--- config.mk ---
export PLATFORM = sky130hd
export DESIGN_NAME = tos_timing_out
export DESIGN_NICKNAME = d
export VERILOG_FILES = /design/src/tos_pkg.sv /design/src/tos_rate_if.sv /design/src/tos_rate_gen.sv /design/src/tos_timing_out.sv
export VERILOG_INCLUDE_DIRS = /design/src
export SDC_FILE = /design/constraint.sdc
export NUM_CORES = 1
export LEC_CHECK = 0
export BUFFER_PORTS_ARGS = -buffer_cell sky130_fd_sc_hd__buf_2
export CAP_MARGIN = 5
export CORE_MARGIN = 2
export CORE_UTILIZATION = 62
export CTS_CLUSTER_SIZE = 30
export DETAILED_ROUTE_END_ITERATION = 7
export PLACE_DENSITY = 0.82
export SYNTH_ARGS = -nofsm -noshare
export SYNTH_HDL_FRONTEND = slang
export SYNTH_SLANG_ARGS = --single-unit
--- constraint.sdc ---
create_clock -name sys_clk_i -period 12.8 [get_ports sys_clk_i]
set_input_delay 1.28 -clock sys_clk_i [delete_from_list [all_inputs] [get_ports sys_clk_i]]
set_output_delay 1.28 -clock sys_clk_i [all_outputs]
set_load 0.02 [all_outputs]
--- src/tos_defs.svh ---
`ifndef TOS_DEFS_SVH
`define TOS_DEFS_SVH

`define TOS_CLK_HZ 25000000
`define TOS_CLK_MHZ 25
`define TOS_ACC_W 26
`define TOS_RATE_W 24
`define TOS_RATE_MIN 24'h000001
`define TOS_RATE_MAX 24'h989680
`define TOS_PPS_WIDTH_US 1000
`define TOS_PPS_WIDTH_CYC (`TOS_PPS_WIDTH_US * `TOS_CLK_MHZ)
`define TOS_ONTIME_MAX_US 100
`define TOS_BAUD_DIV_W 13
`define TOS_DIV_57600 (`TOS_CLK_HZ / 57600)
`define TOS_DIV_19200 (`TOS_CLK_HZ / 19200)
`define TOS_DIV_9600 (`TOS_CLK_HZ / 9600)
`define TOS_DIV_4800 (`TOS_CLK_HZ / 4800)

`define TOS_ADDR_W 12
`define TOS_ADDR_CTRL 12'h000
`define TOS_ADDR_PROG_RATE 12'h004
`define TOS_ADDR_RATE_SEL_A_RATE 12'h008
`define TOS_ADDR_PPS_WIDTH 12'h00C
`define TOS_ADDR_STATUS 12'h010

`define TOS_CTRL_SEL_LSB 0
`define TOS_CTRL_FMT_LSB 8
`define TOS_CTRL_BAUD_LSB 12
`define TOS_CTRL_PAR_LSB 16

`define TOS_RST_PROG_RATE 24'h000001
`define TOS_RST_RATE_SEL_A_RATE 24'h000001
`define TOS_RATE_SEL_A_FITTED 1'b1
`define TOS_FIXED_IS_CODE 1'b0
`define TOS_FIXED_RATE 24'h989680

`define TOS_CH_SOH 8'h01
`define TOS_CH_LF 8'h0A
`define TOS_CH_CR 8'h0D
`define TOS_CH_SP 8'h20
`define TOS_CH_DOLLAR 8'h24
`define TOS_CH_STAR 8'h2A
`define TOS_CH_PLUS 8'h2B
`define TOS_CH_COMMA 8'h2C
`define TOS_CH_MINUS 8'h2D
`define TOS_CH_DOT 8'h2E
`define TOS_CH_ZERO 8'h30
`define TOS_CH_COLON 8'h3A
`define TOS_CH_QM 8'h3F
`define TOS_CH_A 8'h41
`define TOS_CH_D 8'h44
`define TOS_CH_G 8'h47
`define TOS_CH_L 8'h4C
`define TOS_CH_P 8'h50
`define TOS_CH_U 8'h55
`define TOS_CH_Z 8'h5A

`endif

--- src/tos_pkg.sv ---
package tos_pkg;
	typedef enum logic [2:0] {
		SEL_RATE = 3'b000,
		SEL_TIMECODE = 3'b001,
		SEL_PER_MINUTE = 3'b010,
		SEL_EVEN_SECOND = 3'b011,
		SEL_RISING = 3'b100,
		SEL_FALLING = 3'b101,
		SEL_RATE_SEL_A = 3'b110
	} tos_sel_type;
	typedef enum logic [2:0] {
		FMT_DOY_UTC = 3'b000,
		FMT_DOY_MODE = 3'b001,
		FMT_YEAR = 3'b010,
		FMT_YEAR_LEAP = 3'b011,
		FMT_NENA = 3'b100,
		FMT_NMEA = 3'b101
	} tos_fmt_type;
	typedef enum logic [1:0] {
		BAUD_57600 = 2'b00,
		BAUD_19200 = 2'b01,
		BAUD_9600 = 2'b10,
		BAUD_4800 = 2'b11
	} tos_baud_type;
	typedef enum logic [1:0] {
		PAR_NONE = 2'b00,
		PAR_ODD = 2'b01,
		PAR_EVEN = 2'b10
	} tos_par_type;
	typedef enum logic [2:0] {
		TX_IDLE = 3'b000,
		TX_LOAD = 3'b001,
		TX_START = 3'b010,
		TX_DATA = 3'b011,
		TX_PARITY = 3'b100,
		TX_STOP = 3'b101
	} tos_tx_state_type;
	typedef struct packed {
		logic [15:0] year;
		logic [11:0] doy;
		logic [7:0] hour;
		logic [7:0] minute;
		logic [7:0] second;
		logic offset_neg;
		logic [7:0] offset;
		logic [1:0] mode;
		logic [3:0] quality;
		logic locked;
		logic [7:0] leap_now;
		logic [7:0] leap_next;
	} tos_time_type;
endpackage

--- src/tos_rate_if.sv ---
`timescale 1ns/1ns
`default_nettype none
`include "tos_defs.svh"
interface tos_rate_if;
	logic [`TOS_RATE_W-1:0] rate;
	logic sync;
	logic wave;
	modport gen(input rate, input sync, output wave);
	modport ctl(output rate, output sync, input wave);
endinterface
`default_nettype wire

--- src/tos_rate_gen.sv ---
`timescale 1ns/1ns
`default_nettype none
`include "tos_defs.svh"
module tos_rate_gen (
	input wire logic sys_clk_i,
	input wire logic rst_i,
	input wire logic clk_en_i,
	tos_rate_if.gen rg
);
	logic [`TOS_ACC_W-1:0] acc_q;
	logic [`TOS_ACC_W-1:0] sum;
	localparam logic [`TOS_ACC_W-1:0] FULL = `TOS_ACC_W'(`TOS_CLK_HZ);
	localparam logic [`TOS_ACC_W-1:0] HALF = `TOS_ACC_W'(`TOS_CLK_HZ / 2);

	assign sum = acc_q + {2'h0, rg.rate};

	// phase accumulator: rates that do not divide the clock get one cycle of jitter
	always_ff @(posedge sys_clk_i or posedge rst_i) begin
		if (rst_i) begin
			acc_q <= '0;
			rg.wave <= 1'b0;
		end else if (clk_en_i) begin
			if (rg.sync) begin
				acc_q <= '0;
				rg.wave <= 1'b1;
			end else begin
				acc_q <= (sum >= FULL) ? sum - FULL : sum;
				rg.wave <= (acc_q < HALF);
			end
		end
	end
endmodule
`default_nettype wire

--- src/tos_timing_out.sv ---
// The APB register port and the address map were decided locally.
`timescale 1ns/1ns
`default_nettype none
`include "tos_defs.svh"
module tos_timing_out #(
	parameter int PPS_WIDTH_DEF = `TOS_PPS_WIDTH_CYC,
	parameter int BAUD_DIV_4800 = `TOS_DIV_4800
) (
	input wire logic sys_clk_i,
	input wire logic rst_i,
	input wire logic clk_en_i,
	input wire logic psel_i,
	input wire logic penable_i,
	input wire logic pwrite_i,
	input wire logic [`TOS_ADDR_W-1:0] paddr_i,
	input wire logic [31:0] pwdata_i,
	output logic [31:0] prdata_o,
	output logic pready_o,
	output logic pslverr_o,
	input wire logic epoch_i,
	input wire tos_pkg::tos_time_type time_i,
	input wire logic timecode_i,
	input wire logic lock_lost_i,
	input wire logic hw_fault_i,
	output logic prog_out_o,
	output logic fixed_out_o,
	output logic pps_p_o,
	output logic pps_n_o,
	output logic alarm_o,
	output logic alarm_oe_o,
	output logic ser_tx_o
);
	import tos_pkg::*;

	tos_sel_type sel_q;
	tos_fmt_type fmt_q;
	tos_baud_type baud_q;
	tos_par_type par_q;
	logic [`TOS_RATE_W-1:0] prog_rate_q;
	logic [`TOS_RATE_W-1:0] rate_sel_a_rate_q;
	logic [`TOS_RATE_W-1:0] pps_width_q;
	logic [`TOS_RATE_W-1:0] pps_cnt_q;
	logic pps_on_q;
	logic minute_q;
	logic even_q;
	logic [31:0] rd_d;
	logic rd_ok;
	logic wr_go;
	logic tx_busy;
	tos_time_type snap_q;
	tos_tx_state_type st_q;
	logic [`TOS_BAUD_DIV_W-1:0] baud_cnt_q;
	logic [`TOS_BAUD_DIV_W-1:0] div;
	logic [2:0] bit_q;
	logic [7:0] sh_q;
	logic par_acc_q;
	logic [5:0] idx_q;
	logic [7:0] csum_q;
	logic [7:0] ch;
	logic [5:0] msg_len;

	tos_rate_if prog_if();
	tos_rate_if rate_sel_a_if();
	tos_rate_if fixed_if();

	assign prog_if.rate = prog_rate_q;
	assign prog_if.sync = epoch_i;
	assign rate_sel_a_if.rate = rate_sel_a_rate_q;
	assign rate_sel_a_if.sync = 1'b0;
	assign fixed_if.rate = `TOS_FIXED_RATE;
	assign fixed_if.sync = epoch_i;

	tos_rate_gen u_prog (.sys_clk_i(sys_clk_i), .rst_i(rst_i), .clk_en_i(clk_en_i), .rg(prog_if));
	tos_rate_gen u_rate_sel_a (.sys_clk_i(sys_clk_i), .rst_i(rst_i), .clk_en_i(clk_en_i), .rg(rate_sel_a_if));
	tos_rate_gen u_fixed (.sys_clk_i(sys_clk_i), .rst_i(rst_i), .clk_en_i(clk_en_i), .rg(fixed_if));

	// one wait state: pready rises at the edge that ends the first access cycle, the transfer ends on the next edge
	assign wr_go = psel_i & penable_i & pready_o & pwrite_i;
	assign tx_busy = (st_q != TX_IDLE);

	always_comb begin
		rd_d = 32'h0000_0000;
		rd_ok = 1'b1;
		case (paddr_i)
			`TOS_ADDR_CTRL: begin
				rd_d[`TOS_CTRL_SEL_LSB +: 3] = sel_q;
				rd_d[`TOS_CTRL_FMT_LSB +: 3] = fmt_q;
				rd_d[`TOS_CTRL_BAUD_LSB +: 2] = baud_q;
				rd_d[`TOS_CTRL_PAR_LSB +: 2] = par_q;
			end
			`TOS_ADDR_PROG_RATE: rd_d[`TOS_RATE_W-1:0] = prog_rate_q;
			`TOS_ADDR_RATE_SEL_A_RATE: rd_d[`TOS_RATE_W-1:0] = rate_sel_a_rate_q;
			`TOS_ADDR_PPS_WIDTH: rd_d[`TOS_RATE_W-1:0] = pps_width_q;
			`TOS_ADDR_STATUS: rd_d[3:0] = {prog_out_o, alarm_oe_o, tx_busy, `TOS_RATE_SEL_A_FITTED};
			default: rd_ok = 1'b0;
		endcase
	end

	always_ff @(posedge sys_clk_i or posedge rst_i) begin
		if (rst_i) begin
			pready_o <= 1'b0;
			prdata_o <= 32'h0000_0000;
			pslverr_o <= 1'b0;
		end else if (clk_en_i) begin
			pready_o <= psel_i & penable_i & ~pready_o;
			if (psel_i & penable_i & ~pready_o) begin
				prdata_o <= pwrite_i ? 32'h0000_0000 : rd_d;
				pslverr_o <= ~rd_ok;
			end
		end
	end

	// illegal codes and out-of-range rates are dropped, the old setting stays
	always_ff @(posedge sys_clk_i or posedge rst_i) begin
		if (rst_i) begin
			sel_q <= SEL_RISING;
			fmt_q <= FMT_DOY_UTC;
			baud_q <= BAUD_9600;
			par_q <= PAR_NONE;
			prog_rate_q <= `TOS_RST_PROG_RATE;
			rate_sel_a_rate_q <= `TOS_RST_RATE_SEL_A_RATE;
			pps_width_q <= `TOS_RATE_W'(PPS_WIDTH_DEF);
		end else if (clk_en_i && wr_go) begin
			case (paddr_i)
				`TOS_ADDR_CTRL: begin
					if (pwdata_i[`TOS_CTRL_SEL_LSB +: 3] <= SEL_FALLING ||
						(pwdata_i[`TOS_CTRL_SEL_LSB +: 3] == SEL_RATE_SEL_A && `TOS_RATE_SEL_A_FITTED)) begin
						sel_q <= tos_sel_type'(pwdata_i[`TOS_CTRL_SEL_LSB +: 3]);
					end
					if (pwdata_i[`TOS_CTRL_FMT_LSB +: 3] <= FMT_NMEA) begin
						fmt_q <= tos_fmt_type'(pwdata_i[`TOS_CTRL_FMT_LSB +: 3]);
					end
					baud_q <= tos_baud_type'(pwdata_i[`TOS_CTRL_BAUD_LSB +: 2]);
					if (pwdata_i[`TOS_CTRL_PAR_LSB +: 2] != 2'h3) begin
						par_q <= tos_par_type'(pwdata_i[`TOS_CTRL_PAR_LSB +: 2]);
					end
				end
				`TOS_ADDR_PROG_RATE: begin
					if (pwdata_i[31:0] >= 32'(`TOS_RATE_MIN) && pwdata_i[31:0] <= 32'(`TOS_RATE_MAX)) begin
						prog_rate_q <= pwdata_i[`TOS_RATE_W-1:0];
					end
				end
				`TOS_ADDR_RATE_SEL_A_RATE: begin
					if (pwdata_i[31:0] >= 32'(`TOS_RATE_MIN) && pwdata_i[31:0] <= 32'(`TOS_RATE_MAX)) begin
						rate_sel_a_rate_q <= pwdata_i[`TOS_RATE_W-1:0];
					end
				end
				`TOS_ADDR_PPS_WIDTH: pps_width_q <= pwdata_i[`TOS_RATE_W-1:0];
				default: ;
			endcase
		end
	end

	// second-mark pulse; a width of zero still gives one cycle
	always_ff @(posedge sys_clk_i or posedge rst_i) begin
		if (rst_i) begin
			pps_cnt_q <= '0;
			pps_on_q <= 1'b0;
			minute_q <= 1'b0;
			even_q <= 1'b0;
		end else if (clk_en_i) begin
			if (epoch_i) begin
				pps_cnt_q <= pps_width_q;
				pps_on_q <= 1'b1;
				minute_q <= (time_i.second == 8'h00);
				even_q <= ~time_i.second[0];
			end else if (pps_cnt_q != '0) begin
				pps_cnt_q <= pps_cnt_q - `TOS_RATE_W'(1);
				pps_on_q <= (pps_cnt_q > `TOS_RATE_W'(1));
			end else begin
				pps_on_q <= 1'b0;
			end
		end
	end

	always_ff @(posedge sys_clk_i or posedge rst_i) begin
		if (rst_i) begin
			prog_out_o <= 1'b0;
			fixed_out_o <= 1'b0;
			pps_p_o <= 1'b0;
			pps_n_o <= 1'b1;
			alarm_oe_o <= 1'b0;
			alarm_o <= 1'b0;
		end else if (clk_en_i) begin
			case (sel_q)
				SEL_RATE: prog_out_o <= prog_if.wave;
				SEL_TIMECODE: prog_out_o <= timecode_i;
				SEL_PER_MINUTE: prog_out_o <= pps_on_q & minute_q;
				SEL_EVEN_SECOND: prog_out_o <= pps_on_q & even_q;
				SEL_RISING: prog_out_o <= pps_on_q;
				SEL_FALLING: prog_out_o <= ~pps_on_q;
				SEL_RATE_SEL_A: prog_out_o <= rate_sel_a_if.wave;
				default: prog_out_o <= pps_on_q;
			endcase
			fixed_out_o <= `TOS_FIXED_IS_CODE ? timecode_i : fixed_if.wave;
			pps_p_o <= pps_on_q;
			pps_n_o <= ~pps_on_q;
			// open collector: the pin is only ever pulled low
			alarm_oe_o <= lock_lost_i | hw_fault_i;
			alarm_o <= 1'b0;
		end
	end

	function automatic logic [7:0] dig(input logic [3:0] n);
		return {4'h3, n};
	endfunction

	function automatic logic [7:0] hex(input logic [3:0] n);
		return (n < 4'hA) ? {4'h3, n} : 8'(`TOS_CH_A + {4'h0, n} - 8'h0A);
	endfunction

	always_comb begin
		ch = `TOS_CH_SP;
		msg_len = 6'd16;
		case (fmt_q)
			FMT_DOY_UTC, FMT_DOY_MODE: begin
				msg_len = 6'd16;
				// carriage return is the on-time byte, so the line closes at the mark
				case (idx_q)
					6'd0: ch = `TOS_CH_CR;
					6'd1: ch = `TOS_CH_LF;
					6'd2: ch = `TOS_CH_SOH;
					6'd3: ch = dig(snap_q.doy[11:8]);
					6'd4: ch = dig(snap_q.doy[7:4]);
					6'd5: ch = dig(snap_q.doy[3:0]);
					6'd6, 6'd9, 6'd12: ch = `TOS_CH_COLON;
					6'd7: ch = dig(snap_q.hour[7:4]);
					6'd8: ch = dig(snap_q.hour[3:0]);
					6'd10: ch = dig(snap_q.minute[7:4]);
					6'd11: ch = dig(snap_q.minute[3:0]);
					6'd13: ch = dig(snap_q.second[7:4]);
					6'd14: ch = dig(snap_q.second[3:0]);
					6'd15: ch = snap_q.locked ? `TOS_CH_SP : `TOS_CH_QM;
					default: ch = `TOS_CH_SP;
				endcase
			end
			FMT_YEAR, FMT_YEAR_LEAP: begin
				msg_len = (fmt_q == FMT_YEAR_LEAP) ? 6'd33 : 6'd27;
				case (idx_q)
					6'd0: ch = dig(snap_q.quality);
					6'd2: ch = dig(snap_q.year[15:12]);
					6'd3: ch = dig(snap_q.year[11:8]);
					6'd4: ch = dig(snap_q.year[7:4]);
					6'd5: ch = dig(snap_q.year[3:0]);
					6'd7: ch = dig(snap_q.doy[11:8]);
					6'd8: ch = dig(snap_q.doy[7:4]);
					6'd9: ch = dig(snap_q.doy[3:0]);
					6'd11: ch = dig(snap_q.hour[7:4]);
					6'd12: ch = dig(snap_q.hour[3:0]);
					6'd13, 6'd16: ch = `TOS_CH_COLON;
					6'd14: ch = dig(snap_q.minute[7:4]);
					6'd15: ch = dig(snap_q.minute[3:0]);
					6'd17: ch = dig(snap_q.second[7:4]);
					6'd18: ch = dig(snap_q.second[3:0]);
					6'd20: ch = snap_q.offset_neg ? `TOS_CH_MINUS : `TOS_CH_PLUS;
					6'd21: ch = dig(snap_q.offset[7:4]);
					6'd22: ch = dig(snap_q.offset[3:0]);
					6'd24: ch = (snap_q.mode == 2'h0) ? `TOS_CH_G :
						(snap_q.mode == 2'h1) ? `TOS_CH_L : `TOS_CH_U;
					6'd25: ch = (fmt_q == FMT_YEAR) ? `TOS_CH_CR : `TOS_CH_SP;
					6'd26: ch = (fmt_q == FMT_YEAR) ? `TOS_CH_LF : dig(snap_q.leap_now[7:4]);
					6'd27: ch = dig(snap_q.leap_now[3:0]);
					6'd29: ch = dig(snap_q.leap_next[7:4]);
					6'd30: ch = dig(snap_q.leap_next[3:0]);
					6'd31: ch = `TOS_CH_CR;
					6'd32: ch = `TOS_CH_LF;
					default: ch = `TOS_CH_SP;
				endcase
			end
			FMT_NENA: begin
				msg_len = 6'd19;
				case (idx_q)
					6'd0: ch = dig(snap_q.year[15:12]);
					6'd1: ch = dig(snap_q.year[11:8]);
					6'd2: ch = dig(snap_q.year[7:4]);
					6'd3: ch = dig(snap_q.year[3:0]);
					6'd5: ch = dig(snap_q.doy[11:8]);
					6'd6: ch = dig(snap_q.doy[7:4]);
					6'd7: ch = dig(snap_q.doy[3:0]);
					6'd9: ch = dig(snap_q.hour[7:4]);
					6'd10: ch = dig(snap_q.hour[3:0]);
					6'd12: ch = dig(snap_q.minute[7:4]);
					6'd13: ch = dig(snap_q.minute[3:0]);
					6'd15: ch = dig(snap_q.second[7:4]);
					6'd16: ch = dig(snap_q.second[3:0]);
					6'd17: ch = `TOS_CH_CR;
					6'd18: ch = `TOS_CH_LF;
					default: ch = `TOS_CH_COLON;
				endcase
			end
			default: begin
				msg_len = 6'd21;
				case (idx_q)
					6'd0: ch = `TOS_CH_DOLLAR;
					6'd1: ch = `TOS_CH_G;
					6'd2: ch = `TOS_CH_P;
					6'd3: ch = `TOS_CH_Z;
					6'd4: ch = `TOS_CH_D;
					6'd5: ch = `TOS_CH_A;
					6'd6: ch = `TOS_CH_COMMA;
					6'd7: ch = dig(snap_q.hour[7:4]);
					6'd8: ch = dig(snap_q.hour[3:0]);
					6'd9: ch = dig(snap_q.minute[7:4]);
					6'd10: ch = dig(snap_q.minute[3:0]);
					6'd11: ch = dig(snap_q.second[7:4]);
					6'd12: ch = dig(snap_q.second[3:0]);
					6'd13: ch = `TOS_CH_DOT;
					6'd14, 6'd15: ch = `TOS_CH_ZERO;
					6'd16: ch = `TOS_CH_STAR;
					6'd17: ch = hex(csum_q[7:4]);
					6'd18: ch = hex(csum_q[3:0]);
					6'd19: ch = `TOS_CH_CR;
					default: ch = `TOS_CH_LF;
				endcase
			end
		endcase
	end

	always_comb begin
		case (baud_q)
			BAUD_57600: div = `TOS_BAUD_DIV_W'(`TOS_DIV_57600);
			BAUD_19200: div = `TOS_BAUD_DIV_W'(`TOS_DIV_19200);
			BAUD_9600: div = `TOS_BAUD_DIV_W'(`TOS_DIV_9600);
			default: div = `TOS_BAUD_DIV_W'(BAUD_DIV_4800);
		endcase
	end

	// an epoch restarts the message even mid-frame so the on-time byte is never late
	always_ff @(posedge sys_clk_i or posedge rst_i) begin
		if (rst_i) begin
			st_q <= TX_IDLE;
			snap_q <= '0;
			idx_q <= 6'd0;
			csum_q <= 8'h00;
			sh_q <= 8'h00;
			bit_q <= 3'd0;
			par_acc_q <= 1'b0;
			baud_cnt_q <= '0;
			ser_tx_o <= 1'b1;
		end else if (clk_en_i) begin
			if (epoch_i) begin
				snap_q <= time_i;
				idx_q <= 6'd0;
				st_q <= TX_LOAD;
				ser_tx_o <= 1'b1;
			end else begin
				case (st_q)
					TX_IDLE: ser_tx_o <= 1'b1;
					TX_LOAD: begin
						sh_q <= ch;
						par_acc_q <= (par_q == PAR_ODD);
						if (idx_q == 6'd0) begin
							csum_q <= 8'h00;
						end else if (idx_q <= 6'd15) begin
							csum_q <= csum_q ^ ch;
						end
						ser_tx_o <= 1'b0;
						baud_cnt_q <= div - `TOS_BAUD_DIV_W'(1);
						st_q <= TX_START;
					end
					default: begin
						if (baud_cnt_q != '0) begin
							baud_cnt_q <= baud_cnt_q - `TOS_BAUD_DIV_W'(1);
						end else begin
							baud_cnt_q <= div - `TOS_BAUD_DIV_W'(1);
							case (st_q)
								TX_START: begin
									ser_tx_o <= sh_q[0];
									par_acc_q <= par_acc_q ^ sh_q[0];
									sh_q <= {1'b0, sh_q[7:1]};
									bit_q <= 3'd0;
									st_q <= TX_DATA;
								end
								TX_DATA: begin
									if (bit_q == 3'd7) begin
										ser_tx_o <= (par_q == PAR_NONE) ? 1'b1 : par_acc_q;
										st_q <= (par_q == PAR_NONE) ? TX_STOP : TX_PARITY;
									end else begin
										ser_tx_o <= sh_q[0];
										par_acc_q <= par_acc_q ^ sh_q[0];
										sh_q <= {1'b0, sh_q[7:1]};
										bit_q <= bit_q + 3'd1;
									end
								end
								TX_PARITY: begin
									ser_tx_o <= 1'b1;
									st_q <= TX_STOP;
								end
								TX_STOP: begin
									idx_q <= idx_q + 6'd1;
									st_q <= (idx_q + 6'd1 == msg_len) ? TX_IDLE : TX_LOAD;
								end
								default: st_q <= TX_IDLE;
							endcase
						end
					end
				endcase
			end
		end
	end
endmodule
`default_nettype wire

After elaboration in Yosys (flattened, before gate mapping):

Index checks and enable logic that the tools add are counted.

* flip-flop bits (word level): 356
* bits of input ports: 138
* word-level logic and storage cells: 271
* output and inout port bits: 41

* reductions and logical operators: 45
* muxes and demuxes: 70
* $add $sub $neg: 15
* eq/ne operators: 65
* order comparisons: 14
* bitwise logic cells: 17

Operators with widths (number)
* case mux 7 bit (26 select lines): 1
* case mux 8 bit (19 select lines): 1
* 2-to-1 mux 26 bit: 5
* case mux 6 bit (15 select lines): 1
* equality test 6 x 5 -> 1 bit, second input constant: 14
* case mux 6 bit (14 select lines): 1
* >= comparator 26 x 25 -> 1 bit, second input constant: 3
* less-than comparator 26 x 24 -> 1 bit, second input constant: 3
* subtractor 26 x 25 -> 26 bit, second input constant: 3
* 2-to-1 mux 24 bit: 3
* adder 26 x 24 -> 26 bit: 2
* equality test 6 x 4 -> 1 bit, second input constant: 8
* 2-to-1 mux 8 bit: 6
* 2-to-1 mux 6 bit: 7
* case mux 13 bit (3 select lines): 1
* case mux 6 bit (3 select lines): 2
* >= comparator 32 x 1 -> 1 bit, second input constant: 1
* <= comparator 32 x 24 -> 1 bit, second input constant: 1
* case mux 8 bit (2 select lines): 2
* adder 26 x 24 -> 26 bit, second input constant: 1
* case mux 13 bit (2 select lines): 1
* subtractor 13 x 1 -> 13 bit, second input constant: 2
* equality test 12 x 4 -> 1 bit, second input constant: 2
* equality test 6 x 3 -> 1 bit, second input constant: 4
* other kinds (64): 151

Depth between registers and ports, before layout:

* depth after elaboration: 9
* depth in mapped cells: 18
* gate-level depth less buffers: 16

Modules after synthesis:

Synthesis repeated with hierarchy kept, for this count alone.

* cells, all modules: 2767
* area total of the unflattened synthesis: 25001.5 um^2

By module, submodules not included
* tos_timing_out: cells an instance 1484, instances 1, sequential area each 6646.4 um^2, area an instance 14938.1 um^2
* tos_rate_gen (u_fixed ...): cells an instance 413, instances 2, sequential area each 675.6 um^2, area an instance 3239.4 um^2
* tos_rate_gen (u_prog): cells an instance 457, instances 1, sequential area each 675.6 um^2, area an instance 3584.7 um^2

Worst setup path before layout:

No wires, ideal clock.

* kind: register to register
* start point: register prog_rate_q[0], in the netlist prog_if.rate[0]
* end point: register u_prog.acc_q[6]
* path slack: 8.952 ns
* arrival time: 3.722 ns
* setup time: 0.126 ns
* required time: 12.674 ns
* path buffers: 2
* period minus slack after synthesis: 3.848 ns
* stages on the path, launching flop included: 19
* cell sequence: dfstp_2 ha_1 inv_1 fa_1 nor2b_1 o2111ai_1 nand3_1 xnor2_1 inv_1 ha_1 nand4b_1 and4b_1 o311a_1 a221o_1 a21boi_2 buf_6 buf_6 nor4_1 a221o_1

* cells in the longest elaborated chain, start to end: 4
* elaborated cells between the ends (all ways): 5
* classes of those cells: add/sub: 2; order compare: 1; mux: 2

RTL lines
* start: declaration: RTL line tos_timing_out.sv:39 `` logic [`TOS_RATE_W-1:0] prog_rate_q; ``
* start signal: assignment: RTL line tos_timing_out.sv:120 `` prog_rate_q <= `TOS_RST_PROG_RATE; ``
* start signal: assignment: RTL line tos_timing_out.sv:140 `` prog_rate_q <= pwdata_i[`TOS_RATE_W-1:0]; ``
* adder 26 x 24 -> 26 bit (*): RTL line tos_rate_gen.sv:15 `assign sum = acc_q + {2'h0, rg.rate};`
* subtractor 26 x 25 -> 26 bit or >= comparator 26 x 25 -> 1 bit (tied branches): RTL line tos_rate_gen.sv:27 `acc_q <= (sum >= FULL) ? sum - FULL : sum;`
* 2-to-1 mux 26 bit (*): RTL line tos_rate_gen.sv:27
* 2-to-1 mux 26 bit (*): RTL line tos_rate_gen.sv:23 `if (rg.sync) begin`
* end signal: assignment: RTL line tos_rate_gen.sv:27
* end: declaration: RTL line tos_rate_gen.sv:10 `` logic [`TOS_ACC_W-1:0] acc_q; ``

Every way passes the cells marked *; elsewhere a longest branch is shown, timed or not.
A chain may end at the register's enable or synchronous reset.

Worst setup path in the final report:

* start point: register rate_sel_a_rate_q[3], in the netlist rate_sel_a_if.rate[3]
* end point: register u_rate_sel_a.acc_q[23]

* cells in the longest elaborated chain, start to end: 3
* elaborated cells between the ends (all ways): 4
* classes of those cells: add/sub: 2; order compare: 1; mux: 1

RTL lines
* start: declaration: RTL line tos_timing_out.sv:40 `` logic [`TOS_RATE_W-1:0] rate_sel_a_rate_q; ``
* start signal: assignment: RTL line tos_timing_out.sv:121 `` rate_sel_a_rate_q <= `TOS_RST_RATE_SEL_A_RATE; ``
* start signal: assignment: RTL line tos_timing_out.sv:145 `` rate_sel_a_rate_q <= pwdata_i[`TOS_RATE_W-1:0]; ``
* adder 26 x 24 -> 26 bit (*): RTL line tos_rate_gen.sv:15
* subtractor 26 x 25 -> 26 bit or >= comparator 26 x 25 -> 1 bit (tied branches): RTL line tos_rate_gen.sv:27
* 2-to-1 mux 26 bit (*): RTL line tos_rate_gen.sv:27
* end signal: assignment: RTL line tos_rate_gen.sv:27
* end: declaration: RTL line tos_rate_gen.sv:10

Marks and branches as above.

==> impl_metrics.ini <==
[synthesis]
syn-cell-area_um2 = 23000
synth_flop_cell = dfrtp_1
seq_area_frac_synth_pct = 37.0
avgSynthCellArea_um2 = 9.02
ys_types = 109
synth.most_common_cell = dfrtp_1
synth_top_area_share_pct = 35.7
synth-seq-cells = 340
yosys_warnings = 0
async_flop_share_pct = 100
synth_commonest_cells = dfrtp_1 (328), nor2_1 (220), nand2_1 (194)
yosys.area.top_type = dfrtp_1
synth-edff-count = 0
synth.area.top_cells = dfrtp_1 (36%), mux2_2 (9.0%), o21ai_0 (4.2%)
netlist_instances = 2550

[floorplanning]
num_rows = 70
core_area_um2 = 36600
start_util_pct = 62.8
die_h_um = 197
io_pins = 179
fp.dieW_um = 197
fp.dieArea_um2 = 38700

[cts]
cts_num_sinks = 340
h-tree-depth = 2
cts_root_buffer = clkbuf_16
worst_skew_pair.late_latency_ns = 0.57
cts_tree = built
ctsResizeCount = 0
cts_made_buffers = 39
clk_path_buf_depth = 3
path_clk_slew_ns = 0.06
cts_setup_buffers = 0
cts.hold.buffers_added = 0

[global_routing]
grt_pass1_wl_mm = 116
grt_max_degree = 177
grt_overflow = 0
grt_pass1_vias = 21400
antenna_found_initial = 3
grt_usage_pct = 37.6

[pwr]
power.density_nw_per_um2 = 156
total_power_mw = 3.95
p_clk_share_pct = 28.7
swShare_pct = 38.9
intPower_mw = 2.41
pwr-share-comb_pct = 33.5
leakage_nw = 10.7
irDropWorstVdd_uv = 103
seqPwrFrac_pct = 37.8
switchingPower_mw = 1.54

[critical_path]
crit_arrival_ns = 5.16
slowest_delay_ns = 0.64
reg2reg_from = rate_sel_a_if.rate[3]
critPathSlowestCell = or4b_2
path_class = reg2reg
ff2ff_setup_slack_ns = 8.13
path_cells = ha_1 -> o21ai_0 -> o21ai_0 -> a21o_1 -> a21oi_1 -> xor2_1 -> ha_1 -> nand2_1 -> nor3_1 -> or4b_2 -> a211o_1 -> a21bo_1 -> a2111oi_2 -> nand3b_1
critical_path.max_fanout = 17
cp-startpoint = rate_sel_a_if.rate[3]
worstSetupStartpointType = flip-flop
cp_data_required_time_ns = 13.29
worst_setup_path_end_kind = flip-flop

[hold_path]
hold_path_class = reg2reg
hp-start = prdata_o[22]

[place]
dp_cells = 3056
dp_hpwl_mm = 52.4
gp_congestion = 1.00
portBuffers = 169

[timing]
period_share_pct = 36.5
fin_worst_skew_ns = 0.0227
rsz0062_at_grt = no
fin_crit_ns = 4.67
timing.fmax_mhz = 214
finalHoldViolations = 0
setup_tns_ns = 0
setup_viol = 0
max_slew_margin_pct = 10.4
worst_pin_slew_ns = 1.34
slew_violations = 0

[final_layout]
final_cells = 3130
final_util_pct = 69.0
layout.nets = 2841
drive_gt1_share_pct = 19.2
fill_cells = 2840
syn2layout_area_growth_pct = 9.81

[detailed_routing]
via_per_inst = 7.12
antenna_left = 0
vias = 22300
drtIter0Drc = 2567
wl_mm = 73.4
dr.pass1.iters = 8
drc = 0
drt-wirelength-per-cell_um = 23.4

[job]
maxCapViolCount = 0

[run_status]
status = finished clean
layer usage:
metal | vias up | share of wire, % | track usage [%] | wire, um
met3 | 258 | 10 | 7.02 | 7700
met5 | - | 0.018 | 0 | 13
li1 | 9833 | - | - | -
met2 | 1401 | 45 | 59.1 | 33200
met1 | 10800 | 40 | 51.6 | 29300
met4 | 2 | 4.3 | 15.5 | 3150
cell type report:
type | count | area (um^2) | share of cell area (%)
flip-flops and latches | 340 | 8520 | 33.7
inverters | 64 | 248 | 0.981
diodes | 2 | 5.00 | 0.0198
repair buffers | 192 | 1030 | 4.09
clock buffers | 53 | 1120 | 4.43
multi-input cells | 1993 | 13600 | 53.7
well taps | 468 | 586 | 2.32
clock inverters | 18 | 170 | 0.674
per-stage QoR:
| step | instance area, um^2 | setup slack, ns | hold slack [ns] |
|---|---|---|---|
| 3_5_place_dp | 24000 | 8.19 | 0.475 |
| 4_1_cts | 25200 | 8.25 | 0.488 |
| 5_1_grt | 25300 | 7.89 | 0.521 |
| 2_1_floorplan | 23000 | 2.12 | 0.450 |
| 3_3_place_gp | 24000 | 8.30 | 0.467 |
| 6_report | 25300 | 8.13 | 0.487 |
state kept, by name, summed over array words and instances (netlist names), 6 cells and up:
signal and flops:
u_rate_sel_a.acc_q 26, snap_q 84, pps_cnt_q 24, prdata_o 24, u_fixed.acc_q 20, rate_sel_a_if.rate 24
pps_width_q 24, sh_q 7, prog_if.rate 24, baud_cnt_q 13, csum_q 7, idx_q 6
u_prog.acc_q 26
path summary, 6_finish.rpt:
kind                                          end  cells past startpoint
setup / recovery           u_rate_sel_a.acc_q[23]                     14
hold / removal                       prdata_o[22]                      2
setup reg to reg           u_rate_sel_a.acc_q[23]                     14
hold reg to reg                      prdata_o[22]                      2
max in group asynchronous           pps_cnt_q[22]                      4
min in group asynchronous           baud_cnt_q[0]                      2
power by group through the flow:
stage	clock network [mW]	logic [mW]	registers [mW]
floorplan	0	1.05	1.38
global placement	0	1.24	1.48
detailed placement	0	1.28	1.49
CTS	1.14	1.29	1.48
global route	1.18	1.46	1.51
finish	1.13	1.32	1.49
critical path, delay by kind of cell, from the launching register on:
family / cells / cell delay [ns]
AOI/OAI and AO/OA: 7 / 2.26
xor gates and xnor gates: 1 / 0.29
adders and majority gates: 2 / 0.61
DFF: 1 / 0.44
and+or+nand+nor: 4 / 0.97
cell families after synthesis:
family | count (synthesis) | synth area share, %
adder cells (fa/ha/maj) | 73 | 4.04
XOR/XNOR | 58 | 2.21
flip-flops | 340 | 37.0
other | 1 | 0.0163
AO/OA/AOI/OAI | 816 | 24.4
AND/OR/NAND/NOR | 827 | 18.0
multiplexers | 210 | 10.1
buffers and inverters | 225 | 4.16
cells in the final DEF, fill, tap and decap left out, types with 18 or more instances in the layout:
cell / netlist / final
o21ai_0: 191 / 191
or3_1: 46 / 46
o21a_1: 18 / 18
a31oi_1: 29 / 29
buf_2: 20 / 168
nand3_1: 68 / 68
a21o_1: 25 / 25
xor2_1: 22 / 22
dfrtp_1: 328 / 328
ha_1: 71 / 71
xnor2_1: 36 / 36
mux2_2: 184 / 184
clkbuf_16: 0 / 39
inv_1: 64 / 62
a22oi_1: 81 / 81
nand4_1: 43 / 43
o211ai_1: 36 / 36
a211oi_1: 25 / 25
a221oi_1: 21 / 21
nor2_1: 220 / 219
o31ai_1: 20 / 20
nor3_1: 66 / 65
nor4_1: 37 / 37
nand2_1: 194 / 193
mux2i_1: 26 / 26
nand2b_1: 19 / 19
buf_4: 13 / 22
and3_1: 21 / 21
a21oi_1: 160 / 160
Power figures use the tool's default switching activity.
